**config.mk**
```make
export PLATFORM = sky130hd
export DESIGN_NAME = usbsd_core
export DESIGN_NICKNAME = d
export VERILOG_FILES = /design/src/usbsd_core.v
export VERILOG_INCLUDE_DIRS = /design/src
export SDC_FILE = /design/constraint.sdc
export NUM_CORES = 1
export LEC_CHECK = 0
export CAP_MARGIN = 40
export CORE_ASPECT_RATIO = 0.7
export CORE_MARGIN = 2
export CORE_UTILIZATION = 40
export CTS_CLUSTER_SIZE = 14
export DETAILED_ROUTE_END_ITERATION = 8
export DONT_BUFFER_PORTS = 1
export PLACE_DENSITY_LB_ADDON = 0.1
export SYNTH_ARGS = -nofsm -noshare
export SYNTH_HDL_FRONTEND = slang
export SYNTH_SLANG_ARGS = --single-unit
```
**constraint.sdc**
```tcl
create_clock -name clk_sys -period 2.7 [get_ports clk_sys]
set_input_delay 0.675 -clock clk_sys [delete_from_list [all_inputs] [get_ports clk_sys]]
set_output_delay 0.675 -clock clk_sys [all_outputs]
set_load 0.05 [all_outputs]
```
**src/usbsd_defs.vh**
```
/*
 * Constants for the soft-detach and descriptor-select block: command and
 * answer codes of the keyboard/mouse port, descriptor map, timing figures.
 * Assumes a 100 MHz system clock and a descriptor store of 1024 bytes.
 */
`ifndef USBSD_DEFS_VH
`define USBSD_DEFS_VH

// Clock rate
`define USBSD_CLK_MHZ 100

// Timing figures, in their own units
`define USBSD_DETACH_MS 50
`define USBSD_RX_TO_US 2000
`define USBSD_RTS_US 100
`define USBSD_ID_WAIT_US 20000
`define USBSD_SETTLE_MS 500

// Peripheral port codes
`define USBSD_CMD_IDENT 8'hf2
`define USBSD_RSP_ACK 8'hfa

// Descriptor kinds on desc_kind
`define USBSD_KIND_DEV 2'h0
`define USBSD_KIND_CFG 2'h1
`define USBSD_KIND_RPT 2'h2
`define USBSD_KIND_STR 2'h3

// Descriptor map: start address and length, mouse set then keyboard set
`define USBSD_DEV_MSE_ADR 10'h000
`define USBSD_DEV_KBD_ADR 10'h012
`define USBSD_DEV_LEN 10'h012
`define USBSD_CFG_MSE_ADR 10'h024
`define USBSD_CFG_KBD_ADR 10'h046
`define USBSD_CFG_LEN 10'h022
`define USBSD_RPT_MSE_ADR 10'h068
`define USBSD_RPT_MSE_LEN 10'h032
`define USBSD_RPT_KBD_ADR 10'h0a0
`define USBSD_RPT_KBD_LEN 10'h03f

// Strings: one 32-byte slot per index, indexes 0 to 10 shared by both sets
`define USBSD_STR_BASE 10'h100
`define USBSD_STR_LEN 10'h020
`define USBSD_STR_MAX 8'h0a

`endif

```
**src/usbsd_core.v**
```verilog
/*
 * Soft detach and descriptor select: identifies the device on the two-wire
 * keyboard/mouse port, detaches from USB and re-enumerates as keyboard or
 * mouse, and streams the matching descriptor bytes from an external store.
 * Assumes a combinational descriptor store on desc_rom_addr/desc_rom_data,
 * a USB core that obeys usb_core_hold, and inputs synchronous to clk_sys.
 */
`timescale 1ns/1ps
`include "usbsd_defs.vh"

// Function
// - Clear attach control to drop the pull-up
// - Keep pull-up off 50 ms, then reattach
// - Reinitialise USB interface, await host enumeration
// - Data line fall starts a receive
// - Timeout with data low means unplugged
// - Both lines high means peripheral plugged in
// - Send identify request, classify from answer
// - Identify is F2, acknowledge is FA
// - After identification, detach and re-enumerate as class
// - Keyboard flag high only while keyboard attached
// - Start address chosen by keyboard flag
// - Send bytes at incrementing addresses until done
// - String lookup ignores the keyboard flag
module usbsd_core #(
    parameter DETACH_CYC = `USBSD_DETACH_MS * 1000 * `USBSD_CLK_MHZ,
    parameter RX_TO_CYC = `USBSD_RX_TO_US * `USBSD_CLK_MHZ,
    parameter ID_WAIT_CYC = `USBSD_ID_WAIT_US * `USBSD_CLK_MHZ,
    parameter SETTLE_CYC = `USBSD_SETTLE_MS * 1000 * `USBSD_CLK_MHZ
) (
    // Clock and reset
    input wire clk_sys,
    input wire rst_b,
    // Keyboard/mouse port, open drain
    input wire kbm_clk_i,
    output wire kbm_clk_o,
    output wire kbm_clk_oe_b,
    input wire kbm_dat_i,
    output wire kbm_dat_o,
    output wire kbm_dat_oe_b,
    // Received bytes in normal operation
    output reg [7:0] kbm_rx_byte_q,
    output reg kbm_rx_valid_q,
    output wire keyboard_present_flag,
    // USB attach and core control
    output wire bus_attach_control,
    output wire usb_interface_init,
    output wire usb_core_hold,
    output wire usb_ready,
    input wire usb_enum_done,
    // Descriptor requests
    input wire desc_req,
    input wire [1:0] desc_kind,
    input wire [7:0] desc_index,
    input wire [9:0] desc_max_len,
    output wire desc_busy,
    output reg desc_stall_q,
    // Descriptor byte stream
    output reg [7:0] desc_byte_q,
    output reg desc_valid_q,
    output reg desc_last_q,
    input wire desc_ready,
    // Descriptor store
    output reg [9:0] desc_rom_addr_q,
    input wire [7:0] desc_rom_data
);

    localparam RTS_CYC = `USBSD_RTS_US * `USBSD_CLK_MHZ;

    // Link states
    localparam [6:0] L_IDLE = 7'h01;
    localparam [6:0] L_RX = 7'h02;
    localparam [6:0] L_UNPLUG = 7'h04;
    localparam [6:0] L_SETTLE = 7'h08;
    localparam [6:0] L_RTS = 7'h10;
    localparam [6:0] L_TX = 7'h20;
    localparam [6:0] L_IDWAIT = 7'h40;

    // USB states
    localparam [3:0] U_RUN = 4'h1;
    localparam [3:0] U_DETACH = 4'h2;
    localparam [3:0] U_INIT = 4'h4;
    localparam [3:0] U_ENUM = 4'h8;

    // Identification phases
    localparam [1:0] ID_ACK = 2'h0;
    localparam [1:0] ID_FIRST = 2'h1;
    localparam [1:0] ID_SECOND = 2'h2;
    localparam [1:0] ID_DONE = 2'h3;

    ////////////////////////////////////////////////////////////////////////
    // Port link: receive, unplug detection, identify request

    reg [6:0] lnk_q;
    reg [31:0] ltmr_q;
    reg [1:0] id_ph_q;
    reg [10:0] rx_sh_q;
    reg [9:0] tx_sh_q;
    reg [3:0] bit_q;
    reg clk_prev_q;
    reg dat_prev_q;
    reg drv_clk_q;
    reg drv_dat_q;
    reg kbd_q;
    reg det_req_q;

    wire clk_fall = clk_prev_q & ~kbm_clk_i;
    wire dat_fall = dat_prev_q & ~kbm_dat_i;
    wire [10:0] rx_word = {kbm_dat_i, rx_sh_q[10:1]};
    wire rx_ok = ~rx_word[0] & rx_word[10] & (^rx_word[9:1]);
    wire [7:0] rx_data = rx_word[8:1];

    // Only the low level is ever driven; release lets the pull-up win
    assign kbm_clk_o = 1'b0;
    assign kbm_dat_o = 1'b0;
    assign kbm_clk_oe_b = ~drv_clk_q;
    assign kbm_dat_oe_b = ~drv_dat_q;
    assign keyboard_present_flag = kbd_q;

    always @(posedge clk_sys or negedge rst_b) begin
        if (!rst_b) begin
            lnk_q <= L_UNPLUG;
            ltmr_q <= 32'h0;
            id_ph_q <= ID_ACK;
            rx_sh_q <= 11'h0;
            tx_sh_q <= 10'h0;
            bit_q <= 4'h0;
            clk_prev_q <= 1'b1;
            dat_prev_q <= 1'b1;
            drv_clk_q <= 1'b0;
            drv_dat_q <= 1'b0;
            kbd_q <= 1'b0;
            det_req_q <= 1'b0;
            kbm_rx_byte_q <= 8'h0;
            kbm_rx_valid_q <= 1'b0;
        end else begin
            clk_prev_q <= kbm_clk_i;
            dat_prev_q <= kbm_dat_i;
            det_req_q <= 1'b0;
            kbm_rx_valid_q <= 1'b0;
            case (lnk_q)
                L_IDLE: begin
                    ltmr_q <= 32'h0;
                    if (dat_fall) begin
                        lnk_q <= L_RX;
                        bit_q <= 4'h0;
                    end
                end
                L_RX: begin
                    if (clk_fall) begin
                        ltmr_q <= 32'h0;
                        rx_sh_q <= rx_word;
                        bit_q <= bit_q + 4'h1;
                        if (bit_q == 4'ha) begin
                            lnk_q <= L_IDLE;
                            if (rx_ok) begin
                                case (id_ph_q)
                                    ID_ACK: begin
                                        if (rx_data == `USBSD_RSP_ACK)
                                            id_ph_q <= ID_FIRST;
                                    end
                                    ID_FIRST: begin
                                        id_ph_q <= ID_SECOND;
                                        lnk_q <= L_IDWAIT;
                                    end
                                    ID_SECOND: begin
                                        // Two ID bytes: a keyboard
                                        id_ph_q <= ID_DONE;
                                        kbd_q <= 1'b1;
                                        det_req_q <= 1'b1;
                                    end
                                    default: begin
                                        kbm_rx_byte_q <= rx_data;
                                        kbm_rx_valid_q <= 1'b1;
                                    end
                                endcase
                            end
                        end
                    end else if (ltmr_q >= RX_TO_CYC - 1) begin
                        ltmr_q <= 32'h0;
                        if (!kbm_dat_i) begin
                            lnk_q <= L_UNPLUG;
                            kbd_q <= 1'b0;
                        end else begin
                            lnk_q <= L_IDLE;
                        end
                    end else begin
                        ltmr_q <= ltmr_q + 32'h1;
                    end
                end
                L_IDWAIT: begin
                    // Mouse answers one ID byte, a keyboard sends two
                    if (dat_fall) begin
                        lnk_q <= L_RX;
                        bit_q <= 4'h0;
                        ltmr_q <= 32'h0;
                    end else if (ltmr_q >= ID_WAIT_CYC - 1) begin
                        lnk_q <= L_IDLE;
                        id_ph_q <= ID_DONE;
                        kbd_q <= 1'b0;
                        det_req_q <= 1'b1;
                    end else begin
                        ltmr_q <= ltmr_q + 32'h1;
                    end
                end
                L_UNPLUG: begin
                    ltmr_q <= 32'h0;
                    drv_clk_q <= 1'b0;
                    drv_dat_q <= 1'b0;
                    id_ph_q <= ID_ACK;
                    if (kbm_clk_i && kbm_dat_i)
                        lnk_q <= L_SETTLE;
                end
                L_SETTLE: begin
                    // Lets a fresh peripheral finish its power-up test
                    if (!(kbm_clk_i && kbm_dat_i)) begin
                        lnk_q <= L_UNPLUG;
                    end else if (ltmr_q >= SETTLE_CYC - 1) begin
                        ltmr_q <= 32'h0;
                        lnk_q <= L_RTS;
                        drv_clk_q <= 1'b1;
                    end else begin
                        ltmr_q <= ltmr_q + 32'h1;
                    end
                end
                L_RTS: begin
                    if (ltmr_q >= RTS_CYC - 1) begin
                        ltmr_q <= 32'h0;
                        drv_clk_q <= 1'b0;
                        drv_dat_q <= 1'b1;
                        tx_sh_q <= {1'b1, ~^`USBSD_CMD_IDENT,
                                    `USBSD_CMD_IDENT};
                        bit_q <= 4'h0;
                        lnk_q <= L_TX;
                    end else begin
                        ltmr_q <= ltmr_q + 32'h1;
                    end
                end
                L_TX: begin
                    if (clk_fall) begin
                        ltmr_q <= 32'h0;
                        bit_q <= bit_q + 4'h1;
                        drv_dat_q <= ~tx_sh_q[0];
                        tx_sh_q <= {1'b1, tx_sh_q[9:1]};
                        if (bit_q == 4'ha) begin
                            drv_dat_q <= 1'b0;
                            lnk_q <= L_IDLE;
                        end
                    end else if (ltmr_q >= RX_TO_CYC - 1) begin
                        // Silent peripheral: release and look again
                        drv_dat_q <= 1'b0;
                        lnk_q <= L_UNPLUG;
                    end else begin
                        ltmr_q <= ltmr_q + 32'h1;
                    end
                end
                default: begin
                    lnk_q <= L_UNPLUG;
                end
            endcase
        end
    end

    ////////////////////////////////////////////////////////////////////////
    // USB attach sequencing

    reg [3:0] usb_q;
    reg [31:0] utmr_q;

    assign bus_attach_control = ~usb_q[1];
    assign usb_interface_init = usb_q[2];
    assign usb_core_hold = usb_q[1] | usb_q[2];
    assign usb_ready = usb_q[0];

    always @(posedge clk_sys or negedge rst_b) begin
        if (!rst_b) begin
            usb_q <= U_INIT;
            utmr_q <= 32'h0;
        end else begin
            case (usb_q)
                U_RUN, U_ENUM: begin
                    utmr_q <= 32'h0;
                    if (det_req_q)
                        usb_q <= U_DETACH;
                    else if (usb_q == U_ENUM && usb_enum_done)
                        usb_q <= U_RUN;
                end
                U_DETACH: begin
                    // A new identification restarts the wait
                    if (det_req_q) begin
                        utmr_q <= 32'h0;
                    end else if (utmr_q >= DETACH_CYC - 1) begin
                        utmr_q <= 32'h0;
                        usb_q <= U_INIT;
                    end else begin
                        utmr_q <= utmr_q + 32'h1;
                    end
                end
                U_INIT: begin
                    usb_q <= U_ENUM;
                end
                default: begin
                    usb_q <= U_INIT;
                end
            endcase
        end
    end

    ////////////////////////////////////////////////////////////////////////
    // Descriptor fetch and stream

    reg dsend_q;
    reg [9:0] dcnt_q;
    reg [9:0] start_d;
    reg [9:0] len_d;
    reg bad_d;

    wire can_load = ~desc_valid_q | desc_ready;

    assign desc_busy = dsend_q;

    always @* begin
        bad_d = 1'b0;
        case (desc_kind)
            `USBSD_KIND_DEV: begin
                start_d = kbd_q ? `USBSD_DEV_KBD_ADR
                                : `USBSD_DEV_MSE_ADR;
                len_d = `USBSD_DEV_LEN;
            end
            `USBSD_KIND_CFG: begin
                start_d = kbd_q ? `USBSD_CFG_KBD_ADR
                                : `USBSD_CFG_MSE_ADR;
                len_d = `USBSD_CFG_LEN;
            end
            `USBSD_KIND_RPT: begin
                start_d = kbd_q ? `USBSD_RPT_KBD_ADR
                                : `USBSD_RPT_MSE_ADR;
                len_d = kbd_q ? `USBSD_RPT_KBD_LEN : `USBSD_RPT_MSE_LEN;
            end
            default: begin
                start_d = `USBSD_STR_BASE + {desc_index[4:0], 5'h0};
                len_d = `USBSD_STR_LEN;
                bad_d = desc_index > `USBSD_STR_MAX;
            end
        endcase
        // Host may ask for fewer bytes than the descriptor holds
        if (desc_max_len < len_d)
            len_d = desc_max_len;
    end

    always @(posedge clk_sys or negedge rst_b) begin
        if (!rst_b) begin
            dsend_q <= 1'b0;
            dcnt_q <= 10'h0;
            desc_rom_addr_q <= 10'h0;
            desc_byte_q <= 8'h0;
            desc_valid_q <= 1'b0;
            desc_last_q <= 1'b0;
            desc_stall_q <= 1'b0;
        end else begin
            desc_stall_q <= 1'b0;
            if (usb_core_hold) begin
                // Transfers in flight are dropped with the bus
                dsend_q <= 1'b0;
                desc_valid_q <= 1'b0;
                desc_last_q <= 1'b0;
            end else if (!dsend_q) begin
                if (desc_ready)
                    desc_valid_q <= 1'b0;
                if (desc_req && !bad_d && len_d != 10'h0) begin
                    dsend_q <= 1'b1;
                    desc_rom_addr_q <= start_d;
                    dcnt_q <= len_d;
                end else if (desc_req) begin
                    desc_stall_q <= 1'b1;
                end
            end else if (can_load) begin
                if (dcnt_q != 10'h0) begin
                    desc_byte_q <= desc_rom_data;
                    desc_valid_q <= 1'b1;
                    desc_last_q <= (dcnt_q == 10'h1);
                    desc_rom_addr_q <= desc_rom_addr_q + 10'h1;
                    dcnt_q <= dcnt_q - 10'h1;
                end else begin
                    desc_valid_q <= 1'b0;
                    desc_last_q <= 1'b0;
                    dsend_q <= 1'b0;
                end
            end
        end
    end

endmodule // usbsd_core

```
==> flow_summary.toml, run 1 <==
[synth]
synth.avg_cell_area_um2 = 8.79
synth_top_area_share_pct = 42.9
yosys.area.top_type = "dfrtp_1"
async_flop_share_pct = 100
synth_cells = 956
synth_area_leaders = "dfrtp_1, nand2_1, o21ai_0"
yosys_warnings = 0
synth_edf_count = 0
ys_seq_elements = 148
syn_area_um2 = 8410
ys.flop_type = "dfrtp_1"
synth-seq-area-share_pct = 44.1
synth.distinct_cells = 81

[routing]
drt_iter0_drc = 515
ant_nets = 0
drt-total-wl_mm = 20.7
wl_per_cell_um = 16.0
vias_per_cell = 5.50
firstDrtPassIters = 5
drc_errors = 0
via_count = 7118

[setup_path]
required_ns = 3.05
path_class = "reg2reg"
path_max_fanout = 6
cp_slowest_cell = "or4b_4"
crit_chain = "buf_4, or4b_4, o21ai_2, mux2i_1, or4_1, or4_4, o211ai_2"
crit_arrival_ns = 2.98
start_kind = "flop"
slowest_delay_ns = 0.57
cp-end-kind = "flop"

[die]
num_io_pins = 75
coreArea_um2 = 20700
fp.dieW_um = 177
die_h_um = 125
die-area_um2 = 22200
rows = 44
initial_core_util_pct = 40.6

[placement]
place_area_um2 = 9170
dp_cells = 1262
post-place-ws_ns = -0.0126
dp_hpwl_mm = 14.7
gp_congestion = 0.846
port_buffers = 0

[clock_tree]
cts_buffers = 17
clk_latency_ns = 0.43
path_clk_slew_ns = 0.06
cts_buffer_depth = 2
htree_levels = 4
cts_tree = "built"
clock-root-buffer = "clkbuf_16"
cts_sinks = 148

[power]
power_density_nw_per_um2 = 858
swShare_pct = 38.6
seqPwrFrac_pct = 36.0
p_leak_nw = 4.46
combPwrFrac_pct = 35.0
intPower_mw = 5.19
report.power.total_mw = 8.46
ir_drop_v = 0.000419
p_switching_mw = 3.27
p_clk_share_pct = 29.0

[sta]
rsz0062_at_grt = "true"
tightest_slew_ns = 0.631
tns_ns = 0
setup_violations = 0
hold_viol_final = 126
setup_slack_ns = 0.0707
fin_skew_ns = 0.0119
holdWs_ns = -0.0602
period_needed_ns = 2.63
finalMaxSlewViolations = 0
fmax_ghz = 0.380
post-route-period-util_pct = 97.4
relSlewSlack_pct = 57.8

[grt]
grt_remaining_overflow = 0
grt_usage_pct = 19.6
grt_max_degree = 149
grt_antenna_before_repair = 0
grt_pass1_vias = 6619
grt_pass1_wl_mm = 35.2

[final_layout]
diodes = 0
drive_above_1_share_pct = 15.9
syn_to_final_growth_pct = 17.2
n_fill_cell = 1991
finalNetCount = 1060
final_cells = 1294
finish.instance_area_um2 = 9860
final_util_pct = 47.6

[hold_path]
hold_class = "in2async"

[outcome]
outcome = "finished with violations"
violations = "hold timing"

[flow_run]
maxCapViolations = 0
## power groups by stage
stage	registers, mW	logic, mW	clock network [mW]
final	3.05	2.96	2.45
after global routing	3.09	3.26	2.63
after CTS	3.04	2.92	2.51
after detailed placement	3.08	2.91	0
after global placement	3.08	2.91	0
after floorplan	3.29	1.74	0
## registers in the layout, summed over array words and instances, names as in the netlist, 2 cells and up
| signal | count |
|---|---|
| id_ph_q | 2 |
| kbm_rx_byte_q | 8 |
| usb_q | 4 |
| desc_byte_q | 8 |
| tx_sh_q | 10 |
| utmr_q | 32 |
| rx_sh_q | 10 |
| bit_q | 4 |
| dcnt_q | 10 |
| ltmr_q | 32 |
| desc_rom_addr_q | 10 |
| lnk_q | 7 |
## per-layer routing
metal / GRT usage [%] / up-vias / wire length (um)
met5: 0 / - / 0
met4: 4.92 / 0 / 180
met3: 4.62 / 14 / 1010
met2: 25.6 / 140 / 8340
met1: 31.7 / 3412 / 11200
li1: - / 3552 / -
## placed cells by master (no fill, tap or decap), types with 17 or more instances in the layout
| cell type | Yosys | layout |
|---|---|---|
| o31ai_1 | 17 | 17 |
| a21oi_1 | 34 | 33 |
| clkbuf_16 | 0 | 17 |
| nor3_1 | 30 | 29 |
| a22o_1 | 24 | 24 |
| buf_4 | 5 | 79 |
| ha_1 | 20 | 19 |
| inv_1 | 38 | 38 |
| nand3_1 | 35 | 34 |
| dfrtp_1 | 144 | 141 |
| nor2_1 | 76 | 75 |
| o21ai_1 | 26 | 26 |
| and3_1 | 21 | 21 |
| nand2_1 | 132 | 132 |
| o21ai_0 | 74 | 74 |
## layout make-up
class                      instances  area [um2]  share of cell area (%)
inverter                          38         143                    1.45
multi-input combinational        716        4370                    44.4
timing repair buffer              84         676                    6.86
tap                              276         345                    3.50
sequential                       148        3710                    37.7
clock buffer                      23         478                    4.85
clock inverter                     9         129                    1.31
## worst max-delay path: cells and delay by family (launching register included)
kind	cells	cell delay [ns]
AND/OR/NAND/NOR	3	1.65
flip-flops	1	0.47
buffers and inverters	1	0.17
AO/OA/AOI/OAI	2	0.15
multiplexers	1	0.11
## cells by family (layout without fill, tap and decap cells)
| kind of cell | Yosys count | after routing | synth area share [%] |
|---|---|---|---|
| compound gates | 251 | 251 | 19.3 |
| fa+ha+maj | 20 | 20 | 2.98 |
| buf+inv | 93 | 154 | 4.85 |
| mux | 13 | 13 | 1.67 |
| xor+xnor | 8 | 8 | 0.997 |
| other cells | 1 | 2 | 0.0446 |
| simple gates | 422 | 422 | 26.0 |
| flops | 148 | 148 | 44.1 |
## path summary, 6_finish.rpt
path / from / to / slack [ns] / depth (start not counted)
max: lnk_q[5]$_DFFE_PN0P_ / bit_q[3]$_DFFE_PN0P_ / 0.07 / 7
min: rst_b / dcnt_q[2]$_DFFE_PN0P_ / -0.06 / 0
max reg2reg: lnk_q[5]$_DFFE_PN0P_ / bit_q[3]$_DFFE_PN0P_ / 0.07 / 7
min reg2reg: tx_sh_q[9]$_DFFE_PN0P_ / tx_sh_q[9]$_DFFE_PN0P_ / 0.47 / 1
max in group asynchronous: rst_b / clk_prev_q$_DFF_PN1_ / 2.43 / 0
min in group clk_sys: kbm_dat_i / dat_prev_q$_DFF_PN1_ / 0.24 / 0
## Yosys cell counts, drive strengths merged, types with 5 or more instances
cell and instances:
dfrtp 144, nand2 133, o21ai 102, nor2 77, inv 38, nand3 35
a21oi 34, clkbuf 33, nor3 31, a22o 24, buf 22, and3 21
ha 20, o31ai 17, and2 16, nor2b 15, nor4 14, nand4 13
or4 12, a211oi 11, nand2b 10, a31oi 9, mux2 8, o211ai 8
or3 8, and4 7, or2 7, a41oi 6, xnor2 6, mux2i 5
nor4b 5
## what timing repair did
action                     CTS  global route
pin swaps                    0            11
setup endpoints to repair    2            49
resized for setup            1            20
setup buffers                0             1
hold endpoints to repair   144           144
cloned                       0             0
No activity file was read; power rests on OpenSTA's default activity.
==> run 2: changes to the inputs <==
==> constraint.sdc (replaced) <==
create_clock -name clk_sys -period 2.7 [get_ports clk_sys]
set_input_delay 0 -clock clk_sys [delete_from_list [all_inputs] [get_ports clk_sys]]
set_output_delay 0 -clock clk_sys [all_outputs]
set_load 0.05 [all_outputs]
==> run 2 against run 1 <==
Compared with the run above: the run still ends with hold timing left; non-clock buffer count grew 12; combinational power shrank 4%; power grew 0.23%; utilization grew 0.62 points; clock skew shrank 0.0051 ns; global-route usage shrank 0.18 points; register-to-register slack gained 0.04 ns; critical path depth grew 1; design area grew 1.3%; sequential cell count is the same; wire length grew 0.15%.
==> flow_summary.toml, run 2 (synthesis gave the netlist of run 1 again) <==
[outcome]
outcome = "finished with violations"
violations = "hold timing"

[setup_path]
r2r_cells = 8
required_ns = 3.05
ff2ff_setup_slack_ns = 0.11
cp-end-kind = "flop"
crit_family = "simple AND/OR/NAND/NOR gates"
path_max_fanout = 16
crit_cells = 8
path_class = "reg2reg"
slowest_delay_ns = 0.54
crit_arrival_ns = 2.94
cp_slowest_cell = "or4_4"
crit_buf_inv = 1
start_kind = "flop"
crit_chain = "or4_4, nor4_4, nand2_2, nor3_4, nor4b_4, and2b_4, buf_12, a22o_1"

[clock_tree]
clock-root-buffer = "clkbuf_16"
cts_tree = "built"
clk_latency_ns = 0.42
htree_levels = 4
cts_sinks = 148
ctsHoldBuffers = 26
path_clk_slew_ns = 0.06
cts_buffers = 17
cts_buffer_depth = 2

[final_layout]
finish.instance_area_um2 = 9980
diodes = 0
mostFrequentLayoutCell = "dfrtp_1"
reg.largest.list = "ltmr_q x32, utmr_q x32"
drive_above_1_share_pct = 14.4
finalNetCount = 1072
final_cell_mix = "dfrtp_1, nand2_1, nor2_1, o21ai_0, buf_4"
syn_to_final_growth_pct = 18.8

[routing]
vias_per_cell = 5.45
drc_errors = 0
drt_iter0_drc = 465
wl_per_cell_um = 15.9
ant_nets = 0
via_count = 7116
drt-total-wl_mm = 20.7
firstDrtPassIters = 7

[sta]
period_needed_ns = 2.59
setup_slack_ns = 0.107
finalMaxSlewViolations = 0
fin_skew_ns = 0.00676
rsz0062_at_grt = "true"
setup_violations = 0
holdWs_ns = -0.731
tns_ns = 0
relSlewSlack_pct = 51.2
post-route-period-util_pct = 96.0
hold_viol_final = 148
tightest_slew_ns = 0.731
fmax_ghz = 0.386

[placement]
gp_congestion = 0.874
port_buffers = 0
post-place-ws_ns = 0.0219
place_area_um2 = 9020
dp_hpwl_mm = 14.2

[flow_run]
maxCapViolations = 0

[grt]
grt_remaining_overflow = 0
grt_antenna_before_repair = 0
grt_max_degree = 149
grt_pass1_vias = 6719
grt_usage_pct = 19.4
grt_pass1_wl_mm = 34.9

[die]
rows = 44
num_io_pins = 75
fp.dieW_um = 177
die-area_um2 = 22200
initial_core_util_pct = 40.6
coreArea_um2 = 20700
die_h_um = 125

[hold_path]
hold_class = "in2async"

[power]
p_leak_nw = 4.51
ir_drop_v = 0.000420
report.power.total_mw = 8.48
power_density_nw_per_um2 = 849
[run 2: cell count changes in the layout (fill, tap and decap cells not counted), moves of 2 or more]
| cell | before | now |
|---|---|---|
| dlygate4sd3_1 | 0 | 26 |
| nor4_4 | 3 | 1 |
| clkinv_2 | 3 | 0 |
| buf_12 | 3 | 1 |
| buf_4 | 79 | 68 |
| clkinv_4 | 1 | 4 |
| nor4_2 | 0 | 2 |
| clkbuf_1 | 3 | 0 |
| inv_6 | 0 | 3 |
[run 2: worst paths after layout]
kind / startpoint / to
max: ltmr_q[25]$_DFFE_PN0P_ / ltmr_q[23]$_DFFE_PN0P_
min: rst_b / dcnt_q[1]$_DFFE_PN0P_
max reg2reg: ltmr_q[25]$_DFFE_PN0P_ / ltmr_q[23]$_DFFE_PN0P_
min reg2reg: tx_sh_q[9]$_DFFE_PN0P_ / tx_sh_q[9]$_DFFE_PN0P_
max in group asynchronous: rst_b / lnk_q[2]$_DFFE_PN1P_
min in group clk_sys: kbm_dat_i / lnk_q[6]$_DFFE_PN0P_
[run 2: cell type report]
type                       instances  area, um2
clock inverter                    13        196
fill                            1900      10700
multi-input combinational        716       4330
timing repair buffer              96        802
inverter                          38        143
sequential                       148       3710
clock buffer                      19        453
tap                              276        345
[run 2: stage by stage]
stage	std cells	util [%]
after floorplan	957	-
after detailed placement	1246	43.6
after CTS	1304	48.0
after global placement	1246	43.6
final	1306	48.2
after global routing	1306	48.2
[run 2: timing repair]
action | 4_1_cts | 5_1_grt
hold endpoints to repair | 185 | 148
setup endpoints to repair | 0 | 47
buffers inserted | 0 | 2
gates resized for setup | 0 | 14
[run 2: power breakdown]
group          switching (mW)  leakage, nW  internal [mW]
registers               0.553         1.96           2.51
clock network           0.973        0.311           1.61
logic                    1.77         2.24           1.06
total                    3.30         4.51           5.18
[run 2: metal layers]
layer / share of wire, % / wire length, um / global-route usage (%) / up-vias
met4: 0.81 / 167 / 4.82 / 0
met3: 4.6 / 957 / 4.44 / 14
met2: 40 / 8300 / 26.5 / 130
li1: - / - / - / 3587
met5: 0 / 0 / 0 / -
met1: 55 / 11300 / 30.6 / 3385
[run 2: worst register-to-register path: cells and delay by family (launching register included)]
kind            cells  cell delay [ns]
compound gates      1             0.16
buf+inv             1             0.15
flops               1             0.37
simple gates        6             1.84
==> run 3: changes to the inputs <==
Settings changed: CELL_PAD_IN_SITES_DETAIL_PLACEMENT from default to 1, CELL_PAD_IN_SITES_GLOBAL_PLACEMENT from default to 1.
==> run 3 against run 2 <==
Compared with the run above: the run still ends with hold timing left; hold slack got worse by 0.0060 ns; via count is 5.3% higher; clock-buffer cell count did not move; power increased by 2.2%; final cell count is essentially flat; global-route usage increased by 3.1 points; largest cell class unchanged; highest routed layer unchanged.
==> flow_summary.toml, run 3 (synthesis gave the netlist of run 1 again) <==
[outcome]
outcome = "finished with violations"
violations = "hold timing"

[power]
ir_drop_v = 0.000457
p_leak_nw = 4.52
intPower_mw = 5.24
p_clk_share_pct = 30.4
seqPwrFrac_pct = 35.2
combPwrFrac_pct = 34.3
power_density_nw_per_um2 = 863
swShare_pct = 39.5
report.power.total_mw = 8.66
p_switching_mw = 3.42

[die]
die_h_um = 125
rows = 44
fp.dieW_um = 177
die-area_um2 = 22200
initial_core_util_pct = 40.6
coreArea_um2 = 20700
num_io_pins = 75

[sta]
tightest_slew_ns = 0.714
setup_violations = 0
holdWs_ns = -0.737
relSlewSlack_pct = 52.2
finalMaxSlewViolations = 0
fmax_ghz = 0.380
rsz0062_at_grt = "true"
hold_viol_final = 148
fin_skew_ns = 0.0114
setup_slack_ns = 0.0673
period_needed_ns = 2.63
post-route-period-util_pct = 97.5

[final_layout]
reg.largest.list = "ltmr_q x32, utmr_q x32"
n_fill_cell = 2390
mostFrequentLayoutCell = "dfrtp_1"
final_cell_mix = "dfrtp_1, nand2_1, nor2_1, o21ai_0, buf_4"
finalNetCount = 1073
syn_to_final_growth_pct = 19.3
final_util_pct = 48.5
multiInputGateArea_um2 = 4390
final_cells = 1307
drive_above_1_share_pct = 14.8
register_area_um2 = 3710
diodes = 0

[clock_tree]
ctsHoldBuffers = 27
path_clk_slew_ns = 0.06
cts_buffers = 17
cts_sinks = 148
clock-root-buffer = "clkbuf_16"
htree_levels = 4
clk_latency_ns = 0.43
cts_buffer_depth = 2
cts_tree = "built"

[routing]
drt_iter0_drc = 367
firstDrtPassIters = 4
via_count = 7494
drc_errors = 0
drt-total-wl_mm = 24.4
wl_per_cell_um = 18.6
vias_per_cell = 5.73
ant_nets = 0

[setup_path]
cp-end-kind = "flop"
ff2ff_setup_slack_ns = 0.07
cp_slowest_cell = "dfrtp_1"
path_max_fanout = 11
path_class = "reg2reg"
r2r_cells = 9
required_ns = 3.02
r2r_end = "ltmr_q[9]$_DFFE_PN0P_"
slowest_delay_ns = 0.49
crit_arrival_ns = 2.95
timing.rr.start = "lnk_q[0]$_DFFE_PN0P_"
start_kind = "flop"
crit_chain = "nor4_2, and3_1, nor3_1, and4bb_1, nor4b_4, buf_4, buf_6, o21ai_1, a22o_1"

[placement]
dp_cells = 1241
gp_congestion = 0.865
dp_hpwl_mm = 16.8
post-place-ws_ns = -0.243
port_buffers = 0

[grt]
grt_usage_pct = 22.5
grt_pass1_vias = 7723
grt_max_degree = 149
grt_antenna_before_repair = 0
grt_pass1_wl_mm = 40.3
grt_remaining_overflow = 0

[flow_run]
maxCapViolations = 0

[hold_path]
hold_class = "in2async"
[run 3: routing by layer]
metal  GRT usage [%]  part of all wire, %  vias up
met3            4.38                  3.6       20
met2            33.6                   45      103
met5               0                    0        -
met1            33.1                   50     3784
met4            6.32                  1.1        0
li1                -                    -     3587
[run 3: worst max-delay path: cells and delay by family, from the launching register on]
kind | cells | cell delay, ns
AND/OR/NAND/NOR | 5 | 1.36
AO/OA/AOI/OAI | 2 | 0.33
buffers and inverters | 2 | 0.34
flip-flops | 1 | 0.49
[run 3: layout make-up]
class | instances | share of cell area, %
inverters | 38 | 1.42
multi-input cells | 717 | 43.7
clock buffers | 19 | 4.41
well taps | 276 | 3.44
flip-flops and latches | 148 | 37.0
repair buffers | 96 | 7.97
clock inverters | 13 | 2.05
[run 3: worst max path at each step]
stage / startpoint / slack, ns / cells after the start / to
5_1_grt: lnk_q[0]$_DFFE_PN0P_ / -0.05 / 9 / ltmr_q[18]$_DFFE_PN0P_
3_3_place_gp: ltmr_q[0]$_DFFE_PN0P_ / -0.13 / 9 / lnk_q[6]$_DFFE_PN0P_
6_report: lnk_q[0]$_DFFE_PN0P_ / 0.07 / 9 / ltmr_q[9]$_DFFE_PN0P_
2_1_floorplan: keyboard_present_flag$_DFFE_PN0P_ / 0.04 / 11 / dcnt_q[0]$_DFFE_PN0P_
3_5_place_dp: ltmr_q[1]$_DFFE_PN0P_ / -0.24 / 9 / lnk_q[6]$_DFFE_PN0P_
4_1_cts: ltmr_q[1]$_DFFE_PN0P_ / 0.005 / 8 / bit_q[3]$_DFFE_PN0P_
[run 3: power groups by stage]
stage | registers [mW] | logic, mW | clock network [mW]
6_report | 3.05 | 2.97 | 2.64
5_1_grt | 3.09 | 3.27 | 2.80
4_1_cts | 3.04 | 2.85 | 2.70
3_5_place_dp | 3.08 | 2.79 | 0
3_3_place_gp | 3.06 | 2.69 | 0
2_1_floorplan | 3.29 | 1.74 | 0
[run 3: per-stage QoR]
step	cell area, um2	setup TNS (ns)
after CTS	9900	0
after global placement	8960	-2.22
after floorplan	8410	0
final	10000	0
after detailed placement	8970	-5.25
after global routing	10000	-0.589
[run 3: timing repair]
action,CTS,global route
resized for setup,4,20
setup endpoints to repair,43,52
hold endpoints to repair,185,148
gates cloned,0,1
setup buffers,0,6
pin swaps,0,4
